## src/include/crps_pkg.sv

```systemverilog
// Package with shared types and constants for the reset / power-good control
package crps_pkg;

  // Bus clock rate in hertz
  localparam int unsigned CLK_HZ = 10_000_000;

  // Stored-state width and configuration-strap width
  localparam int unsigned CFG_W = 16;
  localparam int unsigned STATE_W = 16;

  // Last wait count before handler start (three cycles after acknowledge issue), and latency to release
  localparam logic [3:0] ACK_TO_RUN = 4'h2;
  localparam logic [1:0] BUS_RELEASE_CLKS = 2'h2;

  // Default stored execution state after reset
  localparam logic [15:0] STATE_RST = 16'h0000;
  localparam logic [15:0] CFG_RST = 16'h0000;

  // Cache invalidate walk: number of lines
  localparam int unsigned LINES = 16;
  localparam int unsigned LINE_AW = 4;

  // Operating state of the core
  typedef enum logic [2:0] {
    CRPS_RESET,
    CRPS_RUN,
    CRPS_SAVE,
    CRPS_ACK,
    CRPS_MGMT_RUN,
    CRPS_FLOAT
  } crps_mode_t;

  // Bundled status returned to the user side
  typedef struct packed {
    logic in_reset;
    logic sys_mgmt_state;
    logic ack_txn;
    logic handler_run;
    logic cache_clean;
  } crps_stat_t;

endpackage

```

## src/rtl/crps_ctrl.sv

```systemverilog
// Reset, power-good and system-management entry control of the processor
`timescale 1ns/1ps
`default_nettype none
module crps_ctrl (
  input wire logic mclk_i,
  input wire logic sys_rst_i,
  input wire logic power_ok_in_i,
  input wire logic bus_reset_n_i,
  input wire logic sys_mgmt_irq_n_i,
  input wire logic [15:0] cfg_pins_i,
  input wire logic [15:0] exec_state_i,
  input wire logic bus_drive_req_i,
  output logic bus_oe_o,
  output logic outputs_float_o,
  output logic [15:0] cfg_latched_o,
  output logic [15:0] saved_state_o,
  output logic [3:0] inval_line_o,
  output crps_pkg::crps_stat_t stat_o
);
  logic pok_s;
  logic irq_n_s;
  logic rst_act;
  logic rst_act_q;
  logic [3:0] wait_q;
  logic [3:0] line_q;
  logic clean_q;
  crps_pkg::crps_mode_t mode_q;
  crps_pkg::crps_mode_t mode_d;

  crps_sync2 #(.RST_VAL(1'b0)) u_sync_pok (
    .mclk_i(mclk_i),
    .sys_rst_i(sys_rst_i),
    .d_i(power_ok_in_i),
    .q_o(pok_s)
  );

  crps_sync2 #(.RST_VAL(1'b1)) u_sync_irq (
    .mclk_i(mclk_i),
    .sys_rst_i(sys_rst_i),
    .d_i(sys_mgmt_irq_n_i),
    .q_o(irq_n_s)
  );

  // Reset counts as active while power-good is low as well
  assign rst_act = ~bus_reset_n_i | ~pok_s;

  // Registered reset, used to find the start of each reset
  always_ff @(posedge mclk_i)
  begin
    if (sys_rst_i)
      rst_act_q <= 1'b1;
    else
      rst_act_q <= rst_act;
  end

  // Next operating state
  always_comb
  begin
    mode_d = mode_q;
    unique case (mode_q)
      crps_pkg::CRPS_RESET:
      begin
        if (!rst_act && !irq_n_s)
          mode_d = crps_pkg::CRPS_FLOAT;
        else if (!rst_act)
          mode_d = crps_pkg::CRPS_RUN;
      end
      crps_pkg::CRPS_RUN:
      begin
        if (!irq_n_s)
          mode_d = crps_pkg::CRPS_SAVE;
      end
      crps_pkg::CRPS_SAVE:
        mode_d = crps_pkg::CRPS_ACK;
      crps_pkg::CRPS_ACK:
      begin
        if (wait_q == crps_pkg::ACK_TO_RUN)
          mode_d = crps_pkg::CRPS_MGMT_RUN;
      end
      crps_pkg::CRPS_MGMT_RUN:
        mode_d = crps_pkg::CRPS_MGMT_RUN;
      crps_pkg::CRPS_FLOAT:
        mode_d = crps_pkg::CRPS_FLOAT;
      default:
        mode_d = crps_pkg::CRPS_RESET;
    endcase
    if (rst_act)
      mode_d = crps_pkg::CRPS_RESET;
  end

  always_ff @(posedge mclk_i)
  begin
    if (sys_rst_i)
      mode_q <= crps_pkg::CRPS_RESET;
    else
      mode_q <= mode_d;
  end

  // Wait counter between acknowledge and handler start
  always_ff @(posedge mclk_i)
  begin
    if (sys_rst_i || mode_q != crps_pkg::CRPS_ACK)
      wait_q <= 4'h0;
    else
      wait_q <= wait_q + 4'h1;
  end

  // cache invalidate walk
  // Lines are dropped, never written back, so no bus traffic is needed
  always_ff @(posedge mclk_i)
  begin
    if (sys_rst_i || (rst_act && !rst_act_q))
    begin
      line_q <= 4'h0;
      clean_q <= 1'b0;
    end
    else if (rst_act && !clean_q)
    begin
      line_q <= line_q + 4'h1;
      clean_q <= (line_q == 4'(crps_pkg::LINES - 1));
    end
  end

  always_ff @(posedge mclk_i)
  begin
    if (sys_rst_i)
      cfg_latched_o <= crps_pkg::CFG_RST;
    else if (mode_q == crps_pkg::CRPS_RESET && !rst_act)
      cfg_latched_o <= cfg_pins_i;
  end

  always_ff @(posedge mclk_i)
  begin
    if (sys_rst_i || rst_act)
      saved_state_o <= crps_pkg::STATE_RST;
    else if (mode_q == crps_pkg::CRPS_SAVE)
      saved_state_o <= exec_state_i;
  end

  // release bus outputs
  // Reset as seen by the unsynchronised path drops drive one clock later
  always_ff @(posedge mclk_i)
  begin
    if (sys_rst_i)
      bus_oe_o <= 1'b0;
    else
      bus_oe_o <= bus_drive_req_i && !rst_act && mode_d != crps_pkg::CRPS_FLOAT
                  && mode_d != crps_pkg::CRPS_RESET;
  end

  always_ff @(posedge mclk_i)
  begin
    if (sys_rst_i)
    begin
      outputs_float_o <= 1'b0;
      inval_line_o <= 4'h0;
      stat_o <= '0;
    end
    else
    begin
      outputs_float_o <= (mode_d == crps_pkg::CRPS_FLOAT);
      inval_line_o <= line_q;
      stat_o.in_reset <= rst_act;
      stat_o.sys_mgmt_state <= mode_d == crps_pkg::CRPS_ACK
                               || mode_d == crps_pkg::CRPS_MGMT_RUN;
      stat_o.ack_txn <= mode_q == crps_pkg::CRPS_SAVE && !rst_act;
      stat_o.handler_run <= (mode_d == crps_pkg::CRPS_MGMT_RUN);
      stat_o.cache_clean <= clean_q;
    end
  end
endmodule
`default_nettype wire

```

## src/rtl/crps_sync2.sv

```systemverilog
// Two-stage synchroniser for one asynchronous level
`timescale 1ns/1ps
`default_nettype none
module crps_sync2 #(
  parameter logic RST_VAL = 1'b0
) (
  input wire logic mclk_i,
  input wire logic sys_rst_i,
  input wire logic d_i,
  output logic q_o
);
  logic meta_q;

  // First stage feeds only the second stage
  always_ff @(posedge mclk_i)
  begin
    if (sys_rst_i)
    begin
      meta_q <= RST_VAL;
      q_o <= RST_VAL;
    end
    else
    begin
      meta_q <= d_i;
      q_o <= meta_q;
    end
  end
endmodule
`default_nettype wire

```

## config.mk

```make
export PLATFORM = sky130hd
export DESIGN_NAME = crps_ctrl
export DESIGN_NICKNAME = d
export VERILOG_FILES = /design/src/include/crps_pkg.sv /design/src/rtl/crps_ctrl.sv /design/src/rtl/crps_sync2.sv
export SDC_FILE = /design/constraint.sdc
export NUM_CORES = 1
export LEC_CHECK = 0
export BUFFER_PORTS_ARGS = -buffer_cell sky130_fd_sc_hd__buf_2
export CAP_MARGIN = 20
export CORE_MARGIN = 4
export CORE_UTILIZATION = 49
export DETAILED_ROUTE_END_ITERATION = 16
export PLACE_DENSITY_LB_ADDON = 0.2
export SLEW_MARGIN = 20
export SYNTH_ARGS = -nofsm -noshare
export SYNTH_HDL_FRONTEND = slang
export SYNTH_SLANG_ARGS = --single-unit
```

## constraint.sdc

```tcl
create_clock -name mclk_i -period 1.7 [get_ports mclk_i]
set_input_delay 0.255 -clock mclk_i [delete_from_list [all_inputs] [get_ports mclk_i]]
set_output_delay 0.255 -clock mclk_i [all_outputs]
set_load 0.01 [all_outputs]
```

=== Yosys cells after proc, flatten, opt, wreduce, memory -nomap -nowiden ===
Cells that the tools add are included.

* Register bits: 60
* Input port bits: 38
* Output and inout bits: 43
* Logic and storage cells: 59

* Add/subtract/negate cells: 2
* Eq/ne operators: 12
* Muxes and demuxes: 5
* Bitwise gates (word level): 3
* Reduce and logical (&&, ||, !) cells: 18

{| class="wikitable"
|+ Operator list
! operator !! number
|-
| 3-bit case mux with 6 select lines || 1
|-
| 3-bit == test, second input constant || 4
|-
| 3-bit two-way mux || 4
|-
| 3-bit by 2-bit == test with 1-bit output, second input constant || 3
|-
| 4-bit by 1-bit adder with 4-bit output, second input constant || 2
|-
| 1-bit logical AND || 8
|-
| 4-bit by 2-bit == test with 1-bit output, second input constant || 1
|-
| 4-bit == test, second input constant || 1
|-
| 1-bit zero test || 4
|-
| 1-bit logical OR || 4
|-
| 3-bit by 1-bit == test with 1-bit output, second input constant || 1
|-
| 3-bit zero test || 1
|-
| 3-bit by 2-bit != test with 1-bit output, second input constant || 1
|-
| 3-bit != test, second input constant || 1
|-
| 3-bit nonzero test || 1
|-
| 1-bit inverter || 2
|-
| 1-bit OR || 1
|}

=== Depth between registers and ports, before layout ===
Gate-level depths: netlist of run 1.

* Depth in word-level cells: 10
* Depth in mapped cells: 6
* Depth with buffers taken out: 5

=== Modules after synthesis ===
Synthesis of run 1 repeated with hierarchy kept, for this count alone.

* Cells, all modules: 228
* Area total of the unflattened synthesis: 2357.3 µm²

{| class="wikitable"
|+ By module, submodules not included
! module !! instances !! cells each !! area an instance (µm²) !! seq. area each (µm²)
|-
| crps_ctrl || 1 || 220 || 2252.2 || 1121.1
|-
| crps_sync2 || 2 || 4 || 52.6 || 40.0
|}

=== Worst setup path before layout of run 1 ===
No wires, ideal clock.

* Kind: reg2reg
* From: register mode_q[2]
* To: register cfg_latched_o[10]
* Library setup time: 0.072 ns
* Arrival time: 1.260 ns
* Required time: 1.628 ns
* Slack: 0.368 ns
* Stages on the path, launching flop included: 4
* Buffers on the path: 1
* Period minus slack after synthesis: 1.332 ns
* Cell sequence: dfxtp_1 nor4_4 buf_6 mux2i_1

* Cells in the longest elaborated chain, start to end: 2

{| class="wikitable"
|+ Ends and longest elaborated chain
! what !! line !! text
|-
| start: declaration || crps_ctrl.sv:27 || <nowiki>crps_pkg::crps_mode_t mode_q;</nowiki>
|-
| start signal: assignment || crps_ctrl.sv:94 || <nowiki>mode_q <= crps_pkg::CRPS_RESET;</nowiki>
|-
| start signal: assignment || crps_ctrl.sv:96 || <nowiki>mode_q <= mode_d;</nowiki>
|-
| 3-bit zero test || crps_ctrl.sv:128 || <nowiki>else if (mode_q == crps_pkg::CRPS_RESET && !rst_act)</nowiki>
|-
| 1-bit logical AND || crps_ctrl.sv:128 ||
|-
| end signal: assignment || crps_ctrl.sv:127 || <nowiki>cfg_latched_o <= crps_pkg::CFG_RST;</nowiki>
|-
| end signal: assignment || crps_ctrl.sv:129 || <nowiki>cfg_latched_o <= cfg_pins_i;</nowiki>
|-
| end: declaration || crps_ctrl.sv:15 || <nowiki>output logic [15:0] cfg_latched_o,</nowiki>
|}

Every way passes these cells.
A chain may end at the register's enable or synchronous reset.

=== Worst setup path in the final report of run 1 ===
* From: register mode_q[1]
* To: register saved_state_o[10]

* Cells in the longest elaborated chain, start to end: 1

{| class="wikitable"
|+ Ends and longest elaborated chain
! what !! line !! text
|-
| 3-bit by 2-bit == test with 1-bit output || crps_ctrl.sv:136 || <nowiki>else if (mode_q == crps_pkg::CRPS_SAVE)</nowiki>
|-
| end signal: assignment || crps_ctrl.sv:135 || <nowiki>saved_state_o <= crps_pkg::STATE_RST;</nowiki>
|-
| end signal: assignment || crps_ctrl.sv:137 || <nowiki>saved_state_o <= exec_state_i;</nowiki>
|-
| end: declaration || crps_ctrl.sv:16 || <nowiki>output logic [15:0] saved_state_o,</nowiki>
|}

Every way passes these cells.

==> impl_metrics.csv, run 1 <==
group,metric,value,unit
die,die_w,77.36,um
placement,dp_hpwl,3083,um
setup_path,cpPeakStageDelay,560,ps
power,power_density,952.9,nW/um2
synthesis,synthTopCellsByArea,"dfxtp_1 51%, mux2i_1 14%, nand2b_1 9.3%",
synthesis,syn-mean-instance-area,10.34,um2
worst_hold_path,hold_class,"input pin to flip-flop",
route,wl_met3,301,um
sta,slew_violations,0,
setup_path,ff2ff_setup_slack,270,ps
clocking,clock_sinks,60,
clocking,ctsRootBufferMaster,"clkbuf_8",
synthesis,ys_seq_elements,60,
synthesis,synth_nets,269,
clocking,cts_hold_buf,0,
setup_path,crit_arrival,1660,ps
synthesis,syn_area,2357,um2
route,wl_met1,1900,um
global_route,first_global_vias,1690,
sta,hold_viol,0,
setup_path,path_class,"flip-flop to flip-flop",
global_route,overflow,0,
placement,preCtsSetupSlack,272.9,ps
route,drc_errors,0,
clocking,clkSlewWorstSetupHoldPaths,60,ps
global_route,grt_max_degree,49,
sta,fin_hold_ws,106.2,ps
die,fp.dieH,77.36,um
setup_path,crit_start,"mode_q[1]",
route,drt_first_pass_iters,4,
flow_run,drv_cap,0,
route,top_layer,"met4",
synthesis,synth_cell_types,37,
finish,diodes,0,
setup_path,cp-end-kind,"flip-flop",
route,drt_iter0_drc,59,
sta,fin_crit_sh,0.8431,
route,wire_per_inst,11.90,um
synthesis,yosys.area.top_type_share,0.5096,
die,design.die.area,5985,um2
placement,dp.cells,350,
finish,final_common_cell,"buf_2",
die,io_pins,81,
synthesis,synth_seq_area_share,0.5096,
placement,port_buffers,80,
sta,rsz0062_at_grt,"no",
sta,clock.fmax,697.7,MHz
die,fp-row-count,24,
setup_path,r2r_start,"mode_q[1]",
finish,drive_gt1_frac,0.3376,
route,final_antenna_net_count,0,
global_route,grt_pass1_wl,7500,um
finish,syn_to_final_growth,27.60,%
setup_path,crit_chain,"nor3b_4, buf_12, mux2i_1, nor2_1",
die,design.core.area,4504,um2
power,ir_drop,600.2,uV
finish,nets,350,
route,vias,1782,
sta,finalSetupTns,0,ps
clocking,clk-insertion-delay-late,330,ps
clocking,cts_resized,0,
global_route,track_usage,0.1576,
route,drt-total-wl,4356,um
finish,final_cell_mix,"80 x buf_2, 60 x dfxtp_1, 35 x nand2b_1",
synthesis,synthCells,228,
clocking,cts.path.max_buffers,2,
die,start_util,0.5233,
sta,min_period,1433,ps
sta,setup_slack,266.8,ps
power,p_leak,1.259,nW
sta,slew_headroom,0.6105,
clocking,h-tree-depth,3,
route,avgViaCountPerCell,4.869,
status,status,"completed",
finish,final_util,0.6678,
setup_path,startpoint_type,"flip-flop",
setup_path,slowest_stage,"dfxtp_1",
sta,worst_pin_slew,583.5,ps
placement,place_congestion,0.7218,
setup_path,cp_data_required_time,1920,ps
synthesis,yosys.area.top_type,"dfxtp_1",
finish,stdcell_count,366,
sta,finClkSkew,6.217,ps
global_route,antenna_found_initial,0,
sta,setup_violations,0,
worst_hold_path,worstHoldStart,"sys_mgmt_irq_n_i",
clocking,cts_tree,"done",
clocking,cts_buffers,9,
clocking,cts_setup_buffers,0,
synthesis,ys.warnings.count,0,
setup_path,cp_max_fo,17,
route,wl_met2,2067,um
## worst max-delay path: cells and delay by family, from the launching register on
kind | cells | cell delay [ps]
multiplexers | 1 | 210
flip-flops | 1 | 560
AND/OR/NAND/NOR | 2 | 350
buffers and inverters | 1 | 200
## cell families after synthesis
logic type,Yosys count,share of synthesized area
simple gates,99,0.2463
flops,60,0.5096
mux,33,0.1407
buf+inv,17,0.03980
compound gates,14,0.04034
fa+ha+maj,3,0.01593
xor+xnor,2,0.007432
## where the power goes
part | internal, mW | switching, mW | total [mW] | leakage, nW
Sequential | 1.43 | 0.0170 | 1.45 | 0.486
Clock | 0.751 | 0.516 | 1.27 | 0.102
Combinational | 0.0862 | 0.0633 | 0.149 | 0.670
Total | 2.27 | 0.596 | 2.87 | 1.26
## flip-flops by register name (all words and copies together), names as in the netlist, 3 cells and up
register,cells
line_q,4
inval_line_o,4
cfg_latched_o,16
stat_o,5
wait_q,4
saved_state_o,16
mode_q,3
## stage by stage
stage                     total power [mW]  area (um2)
after floorplan                      1.562        2357
after global placement               1.629        2805
after detailed placement             1.632        2805
after CTS                            2.914        3008
after global routing                 3.007        3008
final                                2.866        3008
## layer usage
layer | track usage | up-vias
li1 | - | 927
met1 | 0.1786 | 797
met2 | 0.2556 | 49
met3 | 0.05093 | 9
met4 | 0.1014 | 0
met5 | 0 | -
## layout make-up
class,count,area (um2)
well taps,52,65.06
multi-input cells,151,1069
fillers,374,1496
clock buffers,12,155.1
repair buffers,85,462.9
flip-flops and latches,60,1201
clock inverters,4,47.55
inverters,2,7.507
## Yosys cell counts, drive strengths merged
library cell   n
a2111oi        1
a21oi          6
a22o           1
a31oi          2
a41oi          1
and2           1
and4b          1
and4bb         1
buf            7
clkbuf         8
dfxtp         60
ha             3
inv            2
mux2           1
mux2i         32
nand2          7
nand2b        35
nand3          2
nand3b         2
nand4b         3
nor2          25
nor2b         10
nor3           4
nor3b          1
nor4           3
nor4bb         1
o21a           1
o21ai          1
o21bai         1
or2            2
or4b           1
xnor2          1
xor2           1
## path summary, 6_finish.rpt
path / endpoint / cells past startpoint
max: saved_state_o[10] / 4
min: u_sync_irq.meta_q / 2
max reg2reg: saved_state_o[10] / 4
min reg2reg: u_sync_irq.q_o / 1
(Power assumes the default switching activity.)
==> run 2, diff against run 1 <==
CORE_UTILIZATION = 44   (was 49)
clock period = 1.2 ns   (was 1.7 ns; I/O delays follow)
==> impl_metrics.csv, run 2 (same netlist as run 1, synthesis figures left out) <==
group,metric,value,unit
sta,hold_viol,0,
finish,final_common_cell,"buf_2",
route,drt_iter0_drc,68,
die,io_pins,81,
global_route,grt_max_degree,32,
route,final_antenna_net_count,0,
sta,fin_crit_sh,1.023,
finish,largestRegisters,"cfg_latched_o x16, saved_state_o x16, stat_o x5",
clocking,clkSlewWorstSetupHoldPaths,60,ps
sta,setup_violations,8,
die,die_w,81.20,um
route,drc_errors,0,
finish,fill_cells,451,
power,ir_drop,782.4,uV
clocking,clk-insertion-delay-late,320,ps
setup_path,cp_max_fo,8,
route,drt_first_pass_iters,4,
clocking,h-tree-depth,3,
global_route,track_usage,0.1565,
setup_path,cp_data_required_time,1420,ps
sta,finalSetupTns,-118.5,ps
clocking,ctsRootBufferMaster,"clkbuf_8",
clocking,cts.path.max_buffers,2,
route,avgViaCountPerCell,4.610,
sta,fin_hold_ws,35.66,ps
sta,finClkSkew,6.419,ps
setup_path,startpoint_type,"flip-flop",
status,violations,"setup timing",
placement,dpl_cell_area,2924,um2
sta,slew_headroom,0.7950,
global_route,grt_pass1_wl,7790,um
placement,dp_hpwl,3323,um
clocking,clock_sinks,60,
global_route,antenna_found_initial,0,
setup_path,crit_arrival,1450,ps
route,wire_per_inst,11.89,um
placement,port_buffers,80,
finish,diodes,0,
setup_path,cp-end-kind,"flip-flop",
finish,final_util,0.6203,
setup_path,path_class,"flip-flop to flip-flop",
finish,syn_to_final_growth,35.24,%
die,start_util,0.4586,
sta,rsz0062_at_grt,"yes",
sta,slew_violations,0,
sta,clock.fmax,815.0,MHz
placement,place_congestion,0.7318,
sta,setup_slack,-27.03,ps
clocking,cts_buffers,9,
finish,final_cell_mix,"80 x buf_2, 54 x dfxtp_1, 34 x nand2b_1",
flow_run,drv_cap,0,
die,fp-row-count,26,
power,power_density,1191,nW/um2
die,fp.dieH,81.20,um
sta,worst_pin_slew,304.7,ps
finish,design_area,3188,um2
die,design.core.area,5140,um2
die,design.die.area,6593,um2
global_route,first_global_vias,1789,
finish,nets,366,
sta,min_period,1227,ps
worst_hold_path,hold_class,"input pin to flip-flop",
clocking,cts_tree,"done",
status,status,"complete, but fails checks",
finish,drive_gt1_frac,0.4030,
route,drt-total-wl,4756,um
global_route,overflow,0,
power,p_leak,1.346,nW
route,vias,1844,
## run 2: changes by cell type in the layout (fill, tap and decap cells not counted), moves of 2 or more
cell,delta
clkbuf_16,+2
buf_4,+13
dfxtp_2,+4
dfxtp_1,-6
dfxtp_4,+2
clkbuf_1,+3
## run 2: area by class of cell
class | instances | area [um2] | share of cell area
Timing Repair Buffer | 101 | 621.8 | 0.1951
Tap cell | 70 | 87.58 | 0.02747
Clock inverter | 2 | 10.01 | 0.003140
Sequential cell | 60 | 1214 | 0.3807
Clock buffer | 14 | 152.6 | 0.04788
Multi-Input combinational cell | 151 | 1095 | 0.3434
Inverter | 2 | 7.507 | 0.002355
## run 2: power breakdown
| group | leakage, nW | internal (mW) | switching [mW] | total [mW] |
|---|---|---|---|---|
| Clock | 0.0844 | 0.802 | 0.713 | 1.52 |
| Combinational | 0.773 | 0.135 | 0.0980 | 0.233 |
| Sequential | 0.489 | 2.03 | 0.0234 | 2.05 |
| Total | 1.35 | 2.96 | 0.835 | 3.80 |
## run 2: timing repair
item / 4_1_cts / 5_1_grt
setup endpoints to repair: 19 / 34
endpoints found under the hold margin: 0 / 0
setup buffers: 1 / 1
gates resized for setup: 6 / 8
pin swaps: 2 / 3
hold buffers: 0 / 0
cloned: 0 / 2
## run 2: worst paths after layout
check | start | slack [ps] | depth (start not counted) | end
worst max-delay path | mode_q[0] | -30 | 5 | saved_state_o[13]
worst min-delay path | sys_mgmt_irq_n_i | 40 | 2 | u_sync_irq.meta_q
worst max register to register | mode_q[0] | -30 | 5 | saved_state_o[13]
worst min register to register | u_sync_irq.meta_q | 410 | 1 | u_sync_irq.q_o
## run 2: worst max-delay path: stages (launching register included)
cell	delay [ps]
dfxtp_4	380
nor3b_4	180
buf_6	150
clkbuf_16	160
mux2i_1	190
nor2_1	50
## run 2: per-layer routing
metal,share of wire,GRT usage,wire length [um],up-vias
li1,-,-,-,958
met1,0.43,0.1848,2047,842
met2,0.50,0.2406,2359,36
met3,0.052,0.04767,246,8
met4,0.022,0.1115,103,0
met5,0,0,0,-
## run 2: stage by stage
step | instances | power, mW | setup WS (ps)
2_1_floorplan | 228 | 2.213 | -128.3
3_3_place_gp | 380 | 2.319 | -43.60
3_5_place_dp | 380 | 2.324 | -96.91
4_1_cts | 397 | 3.854 | -22.83
5_1_grt | 400 | 3.990 | -111.6
6_report | 400 | 3.798 | -27.03
==> run 3, diff against run 2 <==
CORE_MARGIN = 2   (was 4)
==> impl_metrics.csv, run 3 (same netlist as run 1, synthesis figures left out) <==
group,metric,value,unit
status,status,"completed",
sta,clock.fmax,836.5,MHz
power,ir_drop,724.3,uV
clocking,cts.path.max_buffers,2,
setup_path,path_class,"flip-flop to flip-flop",
die,die_w,77.20,um
placement,dp_hpwl,3169,um
flow_run,drv_cap,0,
route,final_antenna_net_count,0,
route,wire_per_inst,11.27,um
clocking,clock_sinks,60,
setup_path,crit_start,"wait_q[0]",
finish,nets,365,
setup_path,crit_chain,"inv_2, ha_4, and4bb_1, o21a_1, a2111oi_2",
global_route,overflow,0,
die,design.core.area,5140,um2
finish,drive_gt1_frac,0.3908,
setup_path,startpoint_type,"flip-flop",
placement,dp.cells,382,
die,fp.dieH,77.20,um
die,design.die.area,5959,um2
global_route,grt_max_degree,34,
global_route,antenna_found_initial,0,
route,drc_errors,0,
setup_path,r2r_start,"wait_q[0]",
setup_path,cpPeakStageDelay,330,ps
die,io_pins,81,
sta,slew_violations,0,
sta,hold_viol,0,
clocking,clk-insertion-delay-late,320,ps
route,wl_met1,1957,um
power,power_density,1188,nW/um2
finish,syn_to_final_growth,32.43,%
global_route,grt_pass1_wl,7707,um
sta,fin_hold_ws,47.25,ps
placement,dpl_cell_area,2939,um2
sta,setup_violations,0,
route,vias,1821,
setup_path,critPathBufInv,1,
placement,place_congestion,0.7624,
power,power,3.707,mW
power,p_leak,1.322,nW
setup_path,crit_family,"compound AO/OA/AOI/OAI gates",
route,wl_met3,205,um
sta,finClkSkew,5.440,ps
setup_path,crit_arrival,1410,ps
route,drt_first_pass_iters,4,
route,drt_iter0_drc,67,
finish,final_common_cell,"buf_2",
setup_path,cp_max_fo,3,
finish,diodes,0,
setup_path,cp-end-kind,"flip-flop",
setup_path,cp_data_required_time,1410,ps
die,start_util,0.4586,
global_route,track_usage,0.1630,
clocking,cts_buffers,9,
finish,final_cell_mix,"80 x buf_2, 55 x dfxtp_1, 34 x nand2b_1",
sta,worst_pin_slew,350.0,ps
sta,slew_headroom,0.7645,
clocking,cts_hold_buf,0,
sta,fin_crit_sh,0.9962,
clocking,clkSlewWorstSetupHoldPaths,60,ps
worst_hold_path,hold_class,"input pin to flip-flop",
finish,final_util,0.6074,
finish,design_area,3122,um2
placement,port_buffers,80,
clocking,ctsRootBufferMaster,"clkbuf_8",
die,fp-row-count,26,
sta,min_period,1195,ps
setup_path,slowest_stage,"dfxtp_2",
route,wl_met2,2209,um
sta,rsz0062_at_grt,"yes",
clocking,cts_tree,"done",
clocking,h-tree-depth,3,
route,top_layer,"met4",
route,drt-total-wl,4452,um
global_route,first_global_vias,1763,
finish,stdcell_count,395,
finish,largestRegisters,"cfg_latched_o x16, saved_state_o x16, stat_o x5",
worst_hold_path,worstHoldStart,"sys_mgmt_irq_n_i",
route,avgViaCountPerCell,4.610,
run 3: cell types whose count changed in the layout (fill, tap and decap cells not counted), sizes merged:
cell / previous run / this run
buf: 99 / 100
clkbuf: 16 / 12
clkinv: 2 / 0
run 3: area by class of cell:
class                   instances  area (um2)
well taps                      70       87.58
repair buffers                100       575.6
multi-input cells             151        1099
inverters                       2       7.507
flip-flops and latches         60        1207
clock buffers                  12       145.1
fillers                       488        2018
run 3: through the flow:
stage / TNS, ps / worst slack [ps]
2_1_floorplan: -1910 / -128.3
3_3_place_gp: -43.64 / -43.64
3_5_place_dp: -138.6 / -76.70
4_1_cts: -18.21 / -18.21
5_1_grt: -1018 / -71.94
6_report: 0 / 4.559
run 3: power breakdown:
part	internal (mW)	switching [mW]
sequential	2.03	0.0216
clock	0.761	0.664
combinational	0.133	0.0980
run 3: layer usage:
layer,vias up,GRT usage
met5,-,0
met4,0,0.09107
met3,8,0.04000
met2,41,0.2687
met1,821,0.1935
li1,951,-
run 3: path summary, 6_finish.rpt:
| path | end | slack, ps | cells past startpoint |
|---|---|---|---|
| hold / removal | u_sync_irq.meta_q | 50 | 2 |
| setup / recovery | mode_q[0] | 5 | 5 |
| hold reg to reg | u_sync_irq.q_o | 410 | 1 |
| setup reg to reg | mode_q[0] | 5 | 5 |
run 3: what timing repair did:
item | CTS | global route
setup endpoints to repair | 19 | 39
resized for setup | 6 | 4
pin swaps | 2 | 2
buffers inserted | 1 | 0
